$ cat src/inc/mpu_if_defs.vh
`ifndef MPU_IF_DEFS_VH
`define MPU_IF_DEFS_VH

// ----------------------------------------------------------------------
// Interface-select strap codes, ordered {bit2, bit1, bit0}.
// ----------------------------------------------------------------------
`define MODE_CODE_8080 3'h1
`define MODE_CODE_6800 3'h3
`define MODE_CODE_SER3 3'h0
`define MODE_CODE_SER4 3'h2
`define MODE_CODE_TWI 3'h4

// ----------------------------------------------------------------------
// One-hot mode register encoding and its reset value.
// ----------------------------------------------------------------------
`define MODE_W 6
`define MODE_NONE 6'h01
`define MODE_8080 6'h02
`define MODE_6800 6'h04
`define MODE_SER3 6'h08
`define MODE_SER4 6'h10
`define MODE_TWI 6'h20

// ----------------------------------------------------------------------
// Host data bus pin positions in the serial modes.
// ----------------------------------------------------------------------
`define SPI_DATA_BIT 7
`define SPI_CLK_BIT 6
`define TWI_CLK_BIT 7
`define TWI_DATA_BIT 6
`define TWI_ACK_HI 3
`define TWI_ACK_LO 2

// ----------------------------------------------------------------------
// Byte framing and two-wire address layout.
// ----------------------------------------------------------------------
`define BITS_PER_BYTE 4'h8
`define TWI_ADDR_HI_W 5
`define TWI_ADDR_HI_RESET 5'h0f
`define TWI_CTRL_DC_BIT 6

// ----------------------------------------------------------------------
// Byte FIFO shape: one display/command flag plus eight data bits.
// ----------------------------------------------------------------------
`define FIFO_WIDTH 9
`define FIFO_DEPTH 8
`define FIFO_ADDR_W 3

`endif

$ cat src/hdl/mpu_host_if.v
// Contract
// - Decode strap into five interface modes.
// - Chip select gates all modes but two-wire.
// - Chip select high releases all data lines in the chip-selected modes.
// - Serial 3-line and two-wire ignore command select.
// - 8080 mode latches on write strobe rise.
// - 6800 mode latches on enable fall.
// - SPI data bit 7, clock bit 6.
// - Two-wire clock bit 7, data, acknowledge.
// - Bits 1 and 0 are slave address.
`timescale 1ns/10ps
`include "mpu_if_defs.vh"

module mpu_host_if #(
    // Upper five bits of the two-wire address; the default is arbitrary.
    parameter [`TWI_ADDR_HI_W-1:0] TWI_ADDR_HI = `TWI_ADDR_HI_RESET
) (
    // Clock and synchronous active-low reset.
    input wire CLOCK,
    input wire RSTN,
    // Host pins.
    input wire [2:0] INTERFACE_SELECT,
    input wire CHIP_SELECT_N,
    input wire CMD_DATA_SELECT,
    input wire WRITE_STROBE_OR_DIR,
    input wire ENABLE_OR_READ_STROBE,
    input wire [7:0] HOST_DATA_BUS_IN,
    output reg [7:0] HOST_DATA_BUS_OUT,
    output reg [7:0] HOST_DATA_BUS_OE,
    // Received byte stream toward the controller core.
    output wire BYTE_VALID,
    output wire [7:0] BYTE_DATA,
    output wire BYTE_IS_DATA,
    input wire BYTE_READY,
    // Status.
    output reg [`MODE_W-1:0] MODE,
    output reg INIT_ACTIVE,
    output reg BUSY,
    output reg OVERRUN
);

    // ------------------------------------------------------------------
    // Pin synchronisers and edge history
    // ------------------------------------------------------------------
    reg [13:0] pin_meta_reg; // First stage, read only by the second.
    reg [13:0] pin_sync_reg; // Second stage, safe for logic.
    reg [13:0] pin_prev_reg; // Previous safe value, for edge detection.

    // Named views of the synchronised pins.
    wire [7:0] db = pin_sync_reg[7:0];
    wire cs_n = pin_sync_reg[8];
    wire a0 = pin_sync_reg[9];
    wire wr_dir = pin_sync_reg[10];
    wire en_rd = pin_sync_reg[11];
    wire [1:0] ps_lo = pin_sync_reg[13:12];

    // Strobe edges, seen after the synchroniser.
    wire wr_rise = wr_dir && !pin_prev_reg[10];
    wire en_fall = !en_rd && pin_prev_reg[11];
    wire spi_clk_rise = db[`SPI_CLK_BIT] && !pin_prev_reg[`SPI_CLK_BIT];
    wire scl = db[`TWI_CLK_BIT];
    wire scl_rise = scl && !pin_prev_reg[`TWI_CLK_BIT];
    wire scl_fall = !scl && pin_prev_reg[`TWI_CLK_BIT];
    wire sda = db[`TWI_DATA_BIT];
    wire sda_prev = pin_prev_reg[`TWI_DATA_BIT];

    reg ps2_meta_reg; // Strap bit 2, first stage.
    reg ps2_sync_reg; // Strap bit 2, second stage.

    // All pins come from the host's timing, so every one is synchronised.
    // Data passes the same two stages as the strobes, so the byte taken at
    // a strobe edge is the one the host held while the strobe moved.
    always @(posedge CLOCK) begin
        if (!RSTN) begin
            // Data lines reset high, their idle level, so no false edge follows.
            pin_meta_reg <= 14'h0fff;
            pin_sync_reg <= 14'h0fff;
            pin_prev_reg <= 14'h0fff;
            ps2_meta_reg <= 1'b0;
            ps2_sync_reg <= 1'b0;
        end else begin
            pin_meta_reg <= {INTERFACE_SELECT[1:0], ENABLE_OR_READ_STROBE,
                WRITE_STROBE_OR_DIR, CMD_DATA_SELECT, CHIP_SELECT_N, HOST_DATA_BUS_IN};
            pin_sync_reg <= pin_meta_reg;
            pin_prev_reg <= pin_sync_reg;
            ps2_meta_reg <= INTERFACE_SELECT[2];
            ps2_sync_reg <= ps2_meta_reg;
        end
    end

    // ------------------------------------------------------------------
    // Mode decode
    // ------------------------------------------------------------------
    reg [`MODE_W-1:0] mode_next; // Decoded strap.

    // Unlisted strap codes select no interface, so nothing is accepted.
    always @* begin
        case ({ps2_sync_reg, ps_lo})
            `MODE_CODE_8080: mode_next = `MODE_8080;
            `MODE_CODE_6800: mode_next = `MODE_6800;
            `MODE_CODE_SER3: mode_next = `MODE_SER3;
            `MODE_CODE_SER4: mode_next = `MODE_SER4;
            `MODE_CODE_TWI: mode_next = `MODE_TWI;
            default: mode_next = `MODE_NONE;
        endcase
    end

    wire m_8080 = MODE[1];
    wire m_6800 = MODE[2];
    wire m_ser3 = MODE[3];
    wire m_ser4 = MODE[4];
    wire m_twi = MODE[5];

    // Chip select gates every mode except two-wire.
    wire port_on = !cs_n;

    // ------------------------------------------------------------------
    // SPI shifter (3-line and 4-line)
    // ------------------------------------------------------------------
    reg [7:0] spi_shift_reg; // Bits gathered so far, MSB first.
    reg [3:0] spi_count_reg; // Bits gathered in the current byte.
    wire [7:0] spi_byte = {spi_shift_reg[6:0], db[`SPI_DATA_BIT]};
    wire spi_mode = m_ser3 || m_ser4;
    wire spi_done = spi_mode && port_on && spi_clk_rise
        && (spi_count_reg == `BITS_PER_BYTE - 4'h1);

    // Chip select high drops a partial byte; the next byte starts clean.
    always @(posedge CLOCK) begin
        if (!RSTN || !spi_mode || !port_on) begin
            spi_shift_reg <= 8'h00;
            spi_count_reg <= 4'h0;
        end else if (spi_clk_rise) begin
            spi_shift_reg <= spi_byte;
            spi_count_reg <= spi_done ? 4'h0 : spi_count_reg + 4'h1;
        end
    end

    // ------------------------------------------------------------------
    // Two-wire receiver: start, address, control byte, then payload
    // ------------------------------------------------------------------
    localparam [2:0] T_IDLE = 3'h1; // Waiting for a start condition.
    localparam [2:0] T_ADDR = 3'h2; // Receiving the address byte.
    localparam [2:0] T_DATA = 3'h4; // Receiving control or payload bytes.

    reg [2:0] twi_state_reg; // Receiver state.
    reg [2:0] twi_state_next;
    reg [7:0] twi_shift_reg; // Bits of the current byte.
    reg [3:0] twi_count_reg; // Bits received; eight means in acknowledge.
    reg twi_ack_reg; // Acknowledge is being driven.
    reg twi_ctrl_seen_reg; // Control byte already taken.
    reg twi_dc_reg; // Display/command flag from the control byte.
    reg twi_push; // Payload byte complete this cycle.

    wire twi_start = m_twi && scl && sda_prev && !sda;
    wire twi_stop = m_twi && scl && !sda_prev && sda;
    wire twi_byte_end = scl_fall && (twi_count_reg == `BITS_PER_BYTE) && !twi_ack_reg;
    // Address: five fixed bits, two strap bits, then a write direction bit.
    wire twi_match = (twi_shift_reg[7:1] == {TWI_ADDR_HI, db[1:0]})
        && !twi_shift_reg[0];

    // Next state and payload push for the receiver.
    always @* begin
        twi_state_next = twi_state_reg;
        twi_push = 1'b0;
        case (twi_state_reg)
            T_IDLE: begin
                twi_state_next = T_IDLE;
            end
            T_ADDR: begin
                // A foreign address idles the receiver until a new start.
                if (twi_byte_end) begin
                    twi_state_next = twi_match ? T_DATA : T_IDLE;
                end
            end
            T_DATA: begin
                twi_push = twi_byte_end && twi_ctrl_seen_reg;
            end
            default: begin
                twi_state_next = T_IDLE;
            end
        endcase
        if (!m_twi || twi_stop) begin
            twi_state_next = T_IDLE;
        end else if (twi_start) begin
            twi_state_next = T_ADDR;
        end
    end

    // Bit counting, shifting and the acknowledge window.
    always @(posedge CLOCK) begin
        if (!RSTN) begin
            twi_state_reg <= T_IDLE;
            twi_shift_reg <= 8'h00;
            twi_count_reg <= 4'h0;
            twi_ack_reg <= 1'b0;
            twi_ctrl_seen_reg <= 1'b0;
            twi_dc_reg <= 1'b1;
        end else begin
            twi_state_reg <= twi_state_next;
            if (twi_start || twi_stop || !m_twi) begin
                twi_count_reg <= 4'h0;
                twi_ack_reg <= 1'b0;
                twi_ctrl_seen_reg <= 1'b0;
            end else if (twi_state_reg != T_IDLE) begin
                if (scl_rise && twi_count_reg != `BITS_PER_BYTE) begin
                    twi_shift_reg <= {twi_shift_reg[6:0], sda};
                    twi_count_reg <= twi_count_reg + 4'h1;
                end else if (scl_fall && twi_ack_reg) begin
                    // Acknowledge clock over: release and start the next byte.
                    twi_ack_reg <= 1'b0;
                    twi_count_reg <= 4'h0;
                end else if (twi_byte_end) begin
                    twi_ack_reg <= (twi_state_reg == T_DATA) || twi_match;
                    if (twi_state_reg == T_DATA && !twi_ctrl_seen_reg) begin
                        twi_ctrl_seen_reg <= 1'b1;
                        twi_dc_reg <= twi_shift_reg[`TWI_CTRL_DC_BIT];
                    end
                end
            end
        end
    end

    // ------------------------------------------------------------------
    // Byte source selection
    // ------------------------------------------------------------------
    reg push_valid; // One byte to store this cycle.
    reg [`FIFO_WIDTH-1:0] push_word; // {display flag, byte}.

    // Only one mode is live, so at most one source fires in a cycle.
    always @* begin
        push_valid = 1'b0;
        push_word = {1'b0, db};
        if (m_8080 && port_on && wr_rise) begin
            push_valid = 1'b1;
            push_word = {a0, db};
        end else if (m_6800 && port_on && en_fall && !wr_dir) begin
            // A read cycle is never served: display memory has no readback.
            push_valid = 1'b1;
            push_word = {a0, db};
        end else if (spi_done) begin
            // Three-line bytes are display data; the select pin is ignored.
            push_word = {m_ser4 ? a0 : 1'b1, spi_byte};
            push_valid = 1'b1;
        end else if (twi_push) begin
            push_valid = 1'b1;
            push_word = {twi_dc_reg, twi_shift_reg};
        end
    end

    // ------------------------------------------------------------------
    // Byte FIFO toward the core
    // ------------------------------------------------------------------
    wire fifo_in_ready; // Room for another byte.
    wire [`FIFO_WIDTH-1:0] fifo_out_word; // Head word.

    // The host cannot be stalled, so back-pressure shows as BUSY and a
    // byte arriving while full is dropped and flagged.
    byte_fifo #(
        .WIDTH(`FIFO_WIDTH),
        .DEPTH(`FIFO_DEPTH),
        .ADDR_W(`FIFO_ADDR_W)
    ) u_fifo (
        .clk(CLOCK),
        .rst_n(RSTN),
        .in_valid(push_valid),
        .in_data(push_word),
        .in_ready(fifo_in_ready),
        .out_valid(BYTE_VALID),
        .out_data(fifo_out_word),
        .out_ready(BYTE_READY)
    );

    assign BYTE_DATA = fifo_out_word[7:0];
    assign BYTE_IS_DATA = fifo_out_word[8];

    // ------------------------------------------------------------------
    // Status outputs and the data bus drivers
    // ------------------------------------------------------------------
    // Reset returns mode, flags and every shifter to defaults.
    always @(posedge CLOCK) begin
        if (!RSTN) begin
            MODE <= `MODE_NONE;
            INIT_ACTIVE <= 1'b1;
            BUSY <= 1'b0;
            OVERRUN <= 1'b0;
            HOST_DATA_BUS_OUT <= 8'h00;
            HOST_DATA_BUS_OE <= 8'h00;
        end else begin
            MODE <= mode_next;
            INIT_ACTIVE <= 1'b0;
            BUSY <= !fifo_in_ready;
            if (push_valid && !fifo_in_ready) begin
                OVERRUN <= 1'b1;
            end
            // The device never returns data; only acknowledge is driven low.
            HOST_DATA_BUS_OUT <= 8'h00;
            // Outside two-wire acknowledge every line floats, which covers
            // chip select high in all chip-selected modes.
            HOST_DATA_BUS_OE <= (m_twi && twi_ack_reg) ? 8'h0c : 8'h00;
        end
    end

endmodule // mpu_host_if

$ cat src/hdl/byte_fifo.v
`timescale 1ns/10ps

// ----------------------------------------------------------------------
// Small synchronous FIFO with a registered head word.
// ----------------------------------------------------------------------
module byte_fifo #(
    parameter WIDTH = 9,
    parameter DEPTH = 8,
    parameter ADDR_W = 3
) (
    // Clock and synchronous active-low reset.
    input wire clk,
    input wire rst_n,
    // Filling side.
    input wire in_valid,
    input wire [WIDTH-1:0] in_data,
    output wire in_ready,
    // Draining side.
    output reg out_valid,
    output reg [WIDTH-1:0] out_data,
    input wire out_ready
);

    // Storage count value that means the array is full.
    localparam [ADDR_W:0] FULL_COUNT = DEPTH;

    reg [WIDTH-1:0] mem [0:DEPTH-1]; // Storage array.
    reg [ADDR_W-1:0] wr_ptr_reg; // Next slot to write.
    reg [ADDR_W-1:0] rd_ptr_reg; // Next slot to read.
    reg [ADDR_W:0] count_reg; // Words held in the array.

    wire push; // A word enters this cycle.
    wire pop; // A word moves from the array to the head register.

    // Full is honest: the head register is extra room, not counted here.
    assign in_ready = (count_reg != FULL_COUNT);
    assign push = in_valid && in_ready;
    assign pop = (count_reg != {(ADDR_W+1){1'b0}}) && (!out_valid || out_ready);

    // ------------------------------------------------------------------
    // Array write port; storage needs no reset.
    // ------------------------------------------------------------------
    always @(posedge clk) begin
        if (push) begin
            mem[wr_ptr_reg] <= in_data;
        end
    end

    // ------------------------------------------------------------------
    // Pointers, count and the registered head word.
    // ------------------------------------------------------------------
    always @(posedge clk) begin
        if (!rst_n) begin
            wr_ptr_reg <= {ADDR_W{1'b0}};
            rd_ptr_reg <= {ADDR_W{1'b0}};
            count_reg <= {(ADDR_W+1){1'b0}};
            out_valid <= 1'b0;
            out_data <= {WIDTH{1'b0}};
        end else begin
            if (push) begin
                wr_ptr_reg <= wr_ptr_reg + {{(ADDR_W-1){1'b0}}, 1'b1};
            end
            if (pop) begin
                // The head register loads only when it is empty or drained.
                rd_ptr_reg <= rd_ptr_reg + {{(ADDR_W-1){1'b0}}, 1'b1};
                out_data <= mem[rd_ptr_reg];
                out_valid <= 1'b1;
            end else if (out_ready) begin
                out_valid <= 1'b0;
            end
            if (push && !pop) begin
                count_reg <= count_reg + {{ADDR_W{1'b0}}, 1'b1};
            end else if (pop && !push) begin
                count_reg <= count_reg - {{ADDR_W{1'b0}}, 1'b1};
            end
        end
    end

endmodule // byte_fifo

$ cat config.mk
export PLATFORM = sky130hd
export DESIGN_NAME = mpu_host_if
export DESIGN_NICKNAME = d
export VERILOG_FILES = /design/src/hdl/mpu_host_if.v /design/src/hdl/byte_fifo.v
export VERILOG_INCLUDE_DIRS = /design/src /design/src/inc
export SDC_FILE = /design/constraint.sdc
export NUM_CORES = 1
export LEC_CHECK = 0
export ABC_AREA = 1
export BUFFER_PORTS_ARGS = -buffer_cell sky130_fd_sc_hd__buf_2
export CAP_MARGIN = 20
export CELL_PAD_IN_SITES_DETAIL_PLACEMENT = 1
export CELL_PAD_IN_SITES_GLOBAL_PLACEMENT = 1
export CORE_ASPECT_RATIO = 0.6
export CORE_UTILIZATION = 46
export CTS_BUF_LIST = sky130_fd_sc_hd__clkbuf_8 sky130_fd_sc_hd__clkbuf_16
export CTS_CLUSTER_DIAMETER = 30
export DETAILED_ROUTE_END_ITERATION = 10
export MAX_ROUTING_LAYER = met4
export PLACE_DENSITY = 0.75
export SLEW_MARGIN = 0
export SYNTH_ARGS = -nofsm -noshare
export SYNTH_HDL_FRONTEND = slang
export SYNTH_SLANG_ARGS = --single-unit
$ cat constraint.sdc
create_clock -name CLOCK -period 3.25 [get_ports CLOCK]
set_clock_uncertainty 0.1 [all_clocks]
set_input_delay 0.1625 -clock CLOCK [delete_from_list [all_inputs] [get_ports CLOCK]]
set_output_delay 0.1625 -clock CLOCK [all_outputs]
set_load 0.02 [all_outputs]
==> summary.txt, run 1 <==
Floorplanning
  • DIE WIDTH: 159 um
  • Die span in y: 96.3 um
  • Placeable core area: 14500 um^2
  • Die Area: 15300 um^2
  • Starting density of the core: 47.2%
  • I/O Pins: 53
  • # rows: 34

Clocking
  • Root Buffer: clkbuf_16
  • Post-CTS Setup Inserts: 0
  • CTS tree: built
  • Clock sinks: 165
  • Number of H-tree levels: 4
  • # resized after CTS: 0
  • Skew-Pair Late Insertion Delay: 430 ps
  • Maximum root-to-sink buffer count: 2
  • TritonCTS buffer count: 17
  • Reg clk slew, reported paths: 70 ps

Critical path
  • Critical path launch point type: register
  • Worst EP required: 3500 ps
  • CP startpoint: twi_count_reg[0]$_SDFFE_PP0P_
  • Most frequent CP cell: ha_1
  • CP max FO: 9
  • Bufs and invs on worst path: 3
  • CP Cell Sequence: inv_1 > ha_1 > nand3_1 > nor2_4 > nand3_4 > nand3_4 > nand2_2 > clkinv_2 > ha_1 > inv_1 > ha_1 > a21oi_1 > and2_1 > xor2_1 > nand2_1 > a21oi_1
  • RR Startpoint: twi_count_reg[0]$_SDFFE_PP0P_
  • CP peak stage delay: 410 ps
  • Slowest-stage cell, CP: dfxtp_1
  • Crit path arrival time: around 3100 ps
  • Worst Setup End Kind: register
  • Crit Path Category: register to register
  • Worst path top cell family by delay: simple AND/OR/NAND/NOR gates

Synthesis
  • Cell count after synthesis: 720
  • Largest cells by area after synthesis: edfxtp_1 (32%), dfxtp_1 (27%), nand2_1 (6.4%), nor2_1 (6.1%), o21ai_0 (3.4%)
  • Post-synth top area share: 31.7%
  • Synth cell types: 41
  • Cell taking the most area after synthesis: edfxtp_1
  • Warnings, synthesis: 0
  • Mapped Avg Cell Area: 9.47 um^2
  • Register area share after synthesis: approximately three fifths
  • Post-synth EDFFs: 72
  • Ys async rst share: 0%
  • Mapped Area: 6820 um^2
  • Post-synth top flop: dfxtp_1
  • Post-synthesis register bit count: 165

Drt
  • Post-Route WL: 17200 um
  • Routed len/inst: 17.4 um
  • Via count: between 5000 and 6000
  • Vias per cell: 5.13
  • Detail Route Antenna Nets: 0
  • DR pass1 iterations: 5
  • DR iter-0 viols: 336
  • DRC viols: 0

Global routing
  • Total grt overflow: 0
  • First-pass GRT wire length: 26700 um
  • Largest net degree at the start of global routing: 37
  • Number of global-route vias before repair: 4983
  • Antenna violations before repair: 0
  • GRT Total Usage: 24.2%

Placement
  • Final HPWL DP: 11800 um
  • DP Worst Slack: 476 ps
  • Final Wtd Congestion: between 0.7 and 0.8
  • Post-placement cell area: between 7000 and 8000 um^2
  • PortBufs: 38

Timing
  • Final worst-path cycle share: 86.0%
  • Fmax: 358 MHz
  • Worst-Margin Slew: about 700 ps
  • Slew HR: 52.9%
  • Setup-failing EPs final: 0
  • Hold slack final: 119 ps
  • Final Hold Fails: 0
  • Final worst slack: 454 ps
  • Setup TNS: 0 ps
  • Tmin final: 2800 ps
  • Max-slew violations: 0
  • RSZ-0062 raised after global routing: no

Finish
  • Max FFs per register: 72
  • Commonest non-fill, non-tap cell in the layout: nand2_1
  • Final #Nets: between 800 and 900
  • Antenna diodes: 0
  • Fillers: 1665
  • Design area: around 7900 um^2
  • Layout cell share with drive strength beyond 1: about a fifth
  • Commonest non-fill, non-tap cells in the layout: nand2_1 (116), nor2_1 (110), dfxtp_1 (93)
  • Layout area overhead: 15.7%

Power and ir drop
  • Static leakage: 0.00309 uW
  • Pwr Density: 697 nW/um^2
  • Peak VDD IR: 0.000321 V

Run status
  • Status: finished clean

Hold path
  • Worst hold path class: primary input to register
  • Hold Path Origin: RSTN

Job
  • Max-Cap Viols: 0
[Yosys cell counts, types with 6 or more instances]
cell type  count
nand2_1      116
nor2_1       110
dfxtp_1       93
edfxtp_1      72
inv_1         46
o21ai_0       46
a21oi_1       36
nand3_1       30
or2_2         27
buf_4         19
o21ai_1       18
clkbuf_1      15
inv_2         11
nand3_2        9
o211ai_1       9
ha_1           8
nand2_2        7
nor2_2         6
xor2_1         6
[through the flow]
stage / util (%) / instances / total power [uW]
2_1_floorplan: - / 733 / 3190
3_3_place_gp: 49.3 / 939 / 3480
3_5_place_dp: 49.3 / 939 / 3530
4_1_cts: 54.6 / 987 / 5540
5_1_grt: 54.6 / 987 / 5770
6_report: 54.6 / 987 / 5500
[final timing paths]
check / slack [ps] / end / cells after the start
worst max-delay path: 450 / u_fifo.count_reg[3]$_SDFFE_PN0P_ / 16
worst min register to register: 310 / pin_sync_reg[2]$_SDFF_PN1_ / 1
worst min-delay path: 120 / pin_prev_reg[7]$_SDFF_PN1_ / 3
worst max register to register: 450 / u_fifo.count_reg[3]$_SDFFE_PN0P_ / 16
[where the power goes]
part / internal (uW) / switching (uW) / total (uW)
logic: 356 / 778 / 1130
registers: 2270 / 104 / 2380
clock network: 1140 / 849 / 1990
[metal layers]
layer | global-route usage, % | share of wire (%) | vias up
met5 | - | 0 | -
met4 | 7.77 | 1.2 | 0
met3 | 4.87 | 5.5 | 18
met2 | 37.7 | 45 | 135
met1 | 32.1 | 48 | 2455
li1 | - | - | 2452
[worst reg2reg max path: stages, from the launching register on]
cell	delay (ps)
dfxtp_1	410
inv_1	70
ha_1	200
nand3_1	150
nor2_4	60
nand3_4	150
nand3_4	150
nand2_2	110
clkinv_2	70
ha_1	220
inv_1	150
ha_1	290
a21oi_1	130
and2_1	140
xor2_1	150
nand2_1	60
a21oi_1	110
[logic make-up after synthesis]
logic type	after synthesis	synth area share (%)
AND/OR/NAND/NOR	322	22.0
flip-flops	165	59.0
AO/OA/AOI/OAI	116	9.37
buffers and inverters	101	7.02
adder cells (fa/ha/maj)	9	1.76
XOR/XNOR	6	0.770
other	1	0.0550
[area by class of cell]
cell class / instances / area (um^2) / share of cell area [%]
repair buffers: 64 / 425 / 5.39
well taps: 198 / 248 / 3.14
clock buffers: 21 / 514 / 6.51
multi-input cells: 467 / 2370 / 30.0
flip-flops and latches: 165 / 4020 / 51.0
clock inverters: 11 / 83.8 / 1.06
inverters: 61 / 233 / 2.95
[repair_timing]
item / 4_1_cts / 5_1_grt
hold buffers: 16 / 0
hold endpoints to repair: 16 / 0
endpoints found under the setup margin: 0 / 0
Note: power is estimated with default switching activity, not from simulation.
==> run 2, diff against run 1 <==
REMOVE_ABC_BUFFERS = 1   (was not set)
==> run 2 against run 1 <==
Effect of this change: sequential power barely moved; die area unchanged; core utilization is essentially flat; fmax fell by 1.3%; final area is essentially flat; worst hold slack worse by 95 ps; combinational power about the same; largest power group unchanged; highest routed layer unchanged.
==> summary.txt, run 2 (synthesis gave the netlist of run 1 again) <==
Clocking
  • Maximum root-to-sink buffer count: 2 (unchanged)
  • TritonCTS buffer count: 17 (unchanged)
  • CTS tree: built
  • Root Buffer: clkbuf_16
  • Clock sinks: 165 (unchanged)
  • Number of H-tree levels: 4 (unchanged)
  • Reg clk slew, reported paths: 70 ps (about the same)
  • Skew-Pair Late Insertion Delay: 430 ps (about the same)
  • Post-CTS Setup Inserts: 0 (unchanged)

Drt
  • Detail Route Antenna Nets: 0 (unchanged)
  • Routed len/inst: 17.4 um (-0.12%)
  • DR top layer: met4
  • Vias per cell: 5.16 (+0.70%)
  • DRC viols: 0 (unchanged)
  • DR pass1 iterations: 5 (unchanged)
  • DR iter-0 viols: 303 (-9.8%)
  • Post-Route WL: 17100 um (-0.32%)
  • DRT met1 WL: 7970 um (-3.7%)
  • Via count: 5085 (+0.49%)
  • Met2 wire len: 8210 um (+5.8%)
  • Met3 Wirelength: 771 um (-18%)

Finish
  • Layout cell share with drive strength beyond 1: 19.8% (+0.050 points)
  • Area of the multi-input gates: 2370 um^2 (unchanged)
  • Commonest non-fill, non-tap cells in the layout: nand2_1 (116), nor2_1 (110), dfxtp_1 (93)
  • Final core occ: 54.6% (about the same)
  • Fin cells: 985 (-0.20%)
  • Max FFs per register: 72 (unchanged)
  • Antenna diodes: 0 (unchanged)
  • Commonest non-fill, non-tap cell in the layout: nand2_1
  • Sequential cell area: 4020 um^2 (unchanged)
  • Layout area overhead: 15.8% (about the same)
  • Fillers: 1623 (-2.5%)
  • Final #Nets: 801 (-0.25%)

Critical path
  • CP peak stage delay: 410 ps (about the same)
  • CP startpoint: twi_count_reg[0]$_SDFFE_PP0P_
  • Bufs and invs on worst path: 3 (unchanged)
  • CP max FO: 9 (unchanged)
  • Worst Setup End Kind: register
  • Crit Path Category: register to register
  • Worst EP required: 3500 ps (about the same)
  • Worst path top cell family by delay: simple AND/OR/NAND/NOR gates
  • CP Cell Sequence: inv_1 > ha_1 > nand3_1 > nor2_4 > nand3_4 > nand3_4 > nand2_2 > clkinv_2 > ha_1 > inv_1 > ha_1 > a21oi_1 > and2_1 > xor2_1 > nand2_1 > a21oi_1
  • Flop2flop setup slack: 420 ps (-40 ps)
  • RR Startpoint: twi_count_reg[0]$_SDFFE_PP0P_
  • Slowest-stage cell, CP: dfxtp_1
  • Critical path launch point type: register
  • Crit path arrival time: 3080 ps (+30 ps)
  • Most frequent CP cell: ha_1

Timing
  • Max-slew violations: 0 (unchanged)
  • Slew HR: 48.4% (-4.5 points)
  • Final worst-path cycle share: 87.1% (+1.1 points)
  • Setup TNS: 0 ps (unchanged)
  • Tmin final: 2830 ps (+35.9 ps)
  • Setup-failing EPs final: 0 (unchanged)
  • Final worst slack: 418 ps (-35.9 ps)
  • Final Hold Fails: 0 (unchanged)
  • Worst-Margin Slew: 773 ps (+68.0 ps)
  • RSZ-0062 raised after global routing: no
  • Fmax: 353 MHz (-1.3%)

Run status
  • Status: finished clean

Power and ir drop
  • Static leakage: 0.00310 uW (about the same)
  • Peak VDD IR: 0.000339 V (+5.6%)
  • Total power: 5600 uW (+1.7%)
  • Pwr Density: 709 nW/um^2 (+1.7%)

Global routing
  • First-pass GRT wire length: 26900 um (+0.83%)
  • Number of global-route vias before repair: 5056 (+1.5%)
  • Antenna violations before repair: 0 (unchanged)
  • Total grt overflow: 0 (unchanged)
  • Largest net degree at the start of global routing: 37 (unchanged)
  • GRT Total Usage: 24.3% (+0.027 points)

Floorplanning
  • Die Area: 15300 um^2 (unchanged)
  • Die span in y: 96.3 um (unchanged)
  • I/O Pins: 53 (unchanged)
  • Placeable core area: 14500 um^2 (unchanged)
  • DIE WIDTH: 159 um (unchanged)
  • # rows: 34 (unchanged)
  • Starting density of the core: 47.2% (unchanged)

Placement
  • Final Wtd Congestion: 0.852 (+7.4%)
  • Final HPWL DP: 11000 um (-6.1%)
  • DP Worst Slack: 505 ps (+29.5 ps)
  • PortBufs: 38 (unchanged)
  • Placed Cells: 938 (-0.11%)

Job
  • Max-Cap Viols: 0 (unchanged)

Hold path
  • Hold Path Origin: BYTE_READY
  • Worst hold path class: primary input to register
[run 2: changes by cell type in the layout (fill, tap and decap cells not counted), sizes merged]
cell         previous run  this run
clkinv                  6         8
clkbuf                 21        17
clkinvlp                3         1
inv                    63        64
bufinv                  0         3
buf                    48        47
dlygate4sd3            16        15
[run 2: where the power goes]
| group | internal, uW | switching (uW) |
|---|---|---|
| combinational | 354 | 750 |
| clock | 1230 | 881 |
| sequential | 2270 | 111 |
| total | 3860 | 1740 |
[run 2: layout make-up]
type / count / share of cell area, %
Clock buffer: 17 / 5.39
Clock inverter: 15 / 2.42
Inverter: 61 / 2.95
Multi-Input combinational cell: 467 / 30.0
Sequential cell: 165 / 51.0
Tap cell: 198 / 3.14
Timing Repair Buffer: 62 / 5.17
[run 2: what timing repair did]
action | CTS | global route
endpoints found under the setup margin | 0 | 0
hold buffers | 15 | 0
gates resized for setup | 0 | 0
hold endpoints to repair | 15 | 0
[run 2: metal layers]
metal / vias to the layer above / track usage (%)
met5: - / -
met4: 0 / 6.49
met3: 21 / 5.00
met2: 119 / 40.1
met1: 2496 / 30.7
li1: 2449 / -
[run 2: final timing paths]
path	end	cells after the start
setup / recovery	u_fifo.count_reg[3]$_SDFFE_PN0P_	16
hold reg to reg	pin_sync_reg[0]$_SDFF_PN1_	1
setup reg to reg	u_fifo.count_reg[3]$_SDFFE_PN0P_	16
hold / removal	u_fifo.out_valid$_SDFFE_PN0P_	4
[run 2: through the flow]
| stage | hold WS, ps | area, um^2 |
|---|---|---|
| after detailed placement | 252 | 7130 |
| after floorplan | 132 | 6620 |
| after global placement | 242 | 7130 |
| after global routing | 65.5 | 7900 |
| final | 24.9 | 7900 |
| after CTS | 22.7 | 7900 |
[run 2: worst min-delay path, delay by kind of cell]
family | cells | cell delay, ps
AND/OR/NAND/NOR | 1 | 50
buffers and inverters | 2 | 130
AO/OA/AOI/OAI | 1 | 160
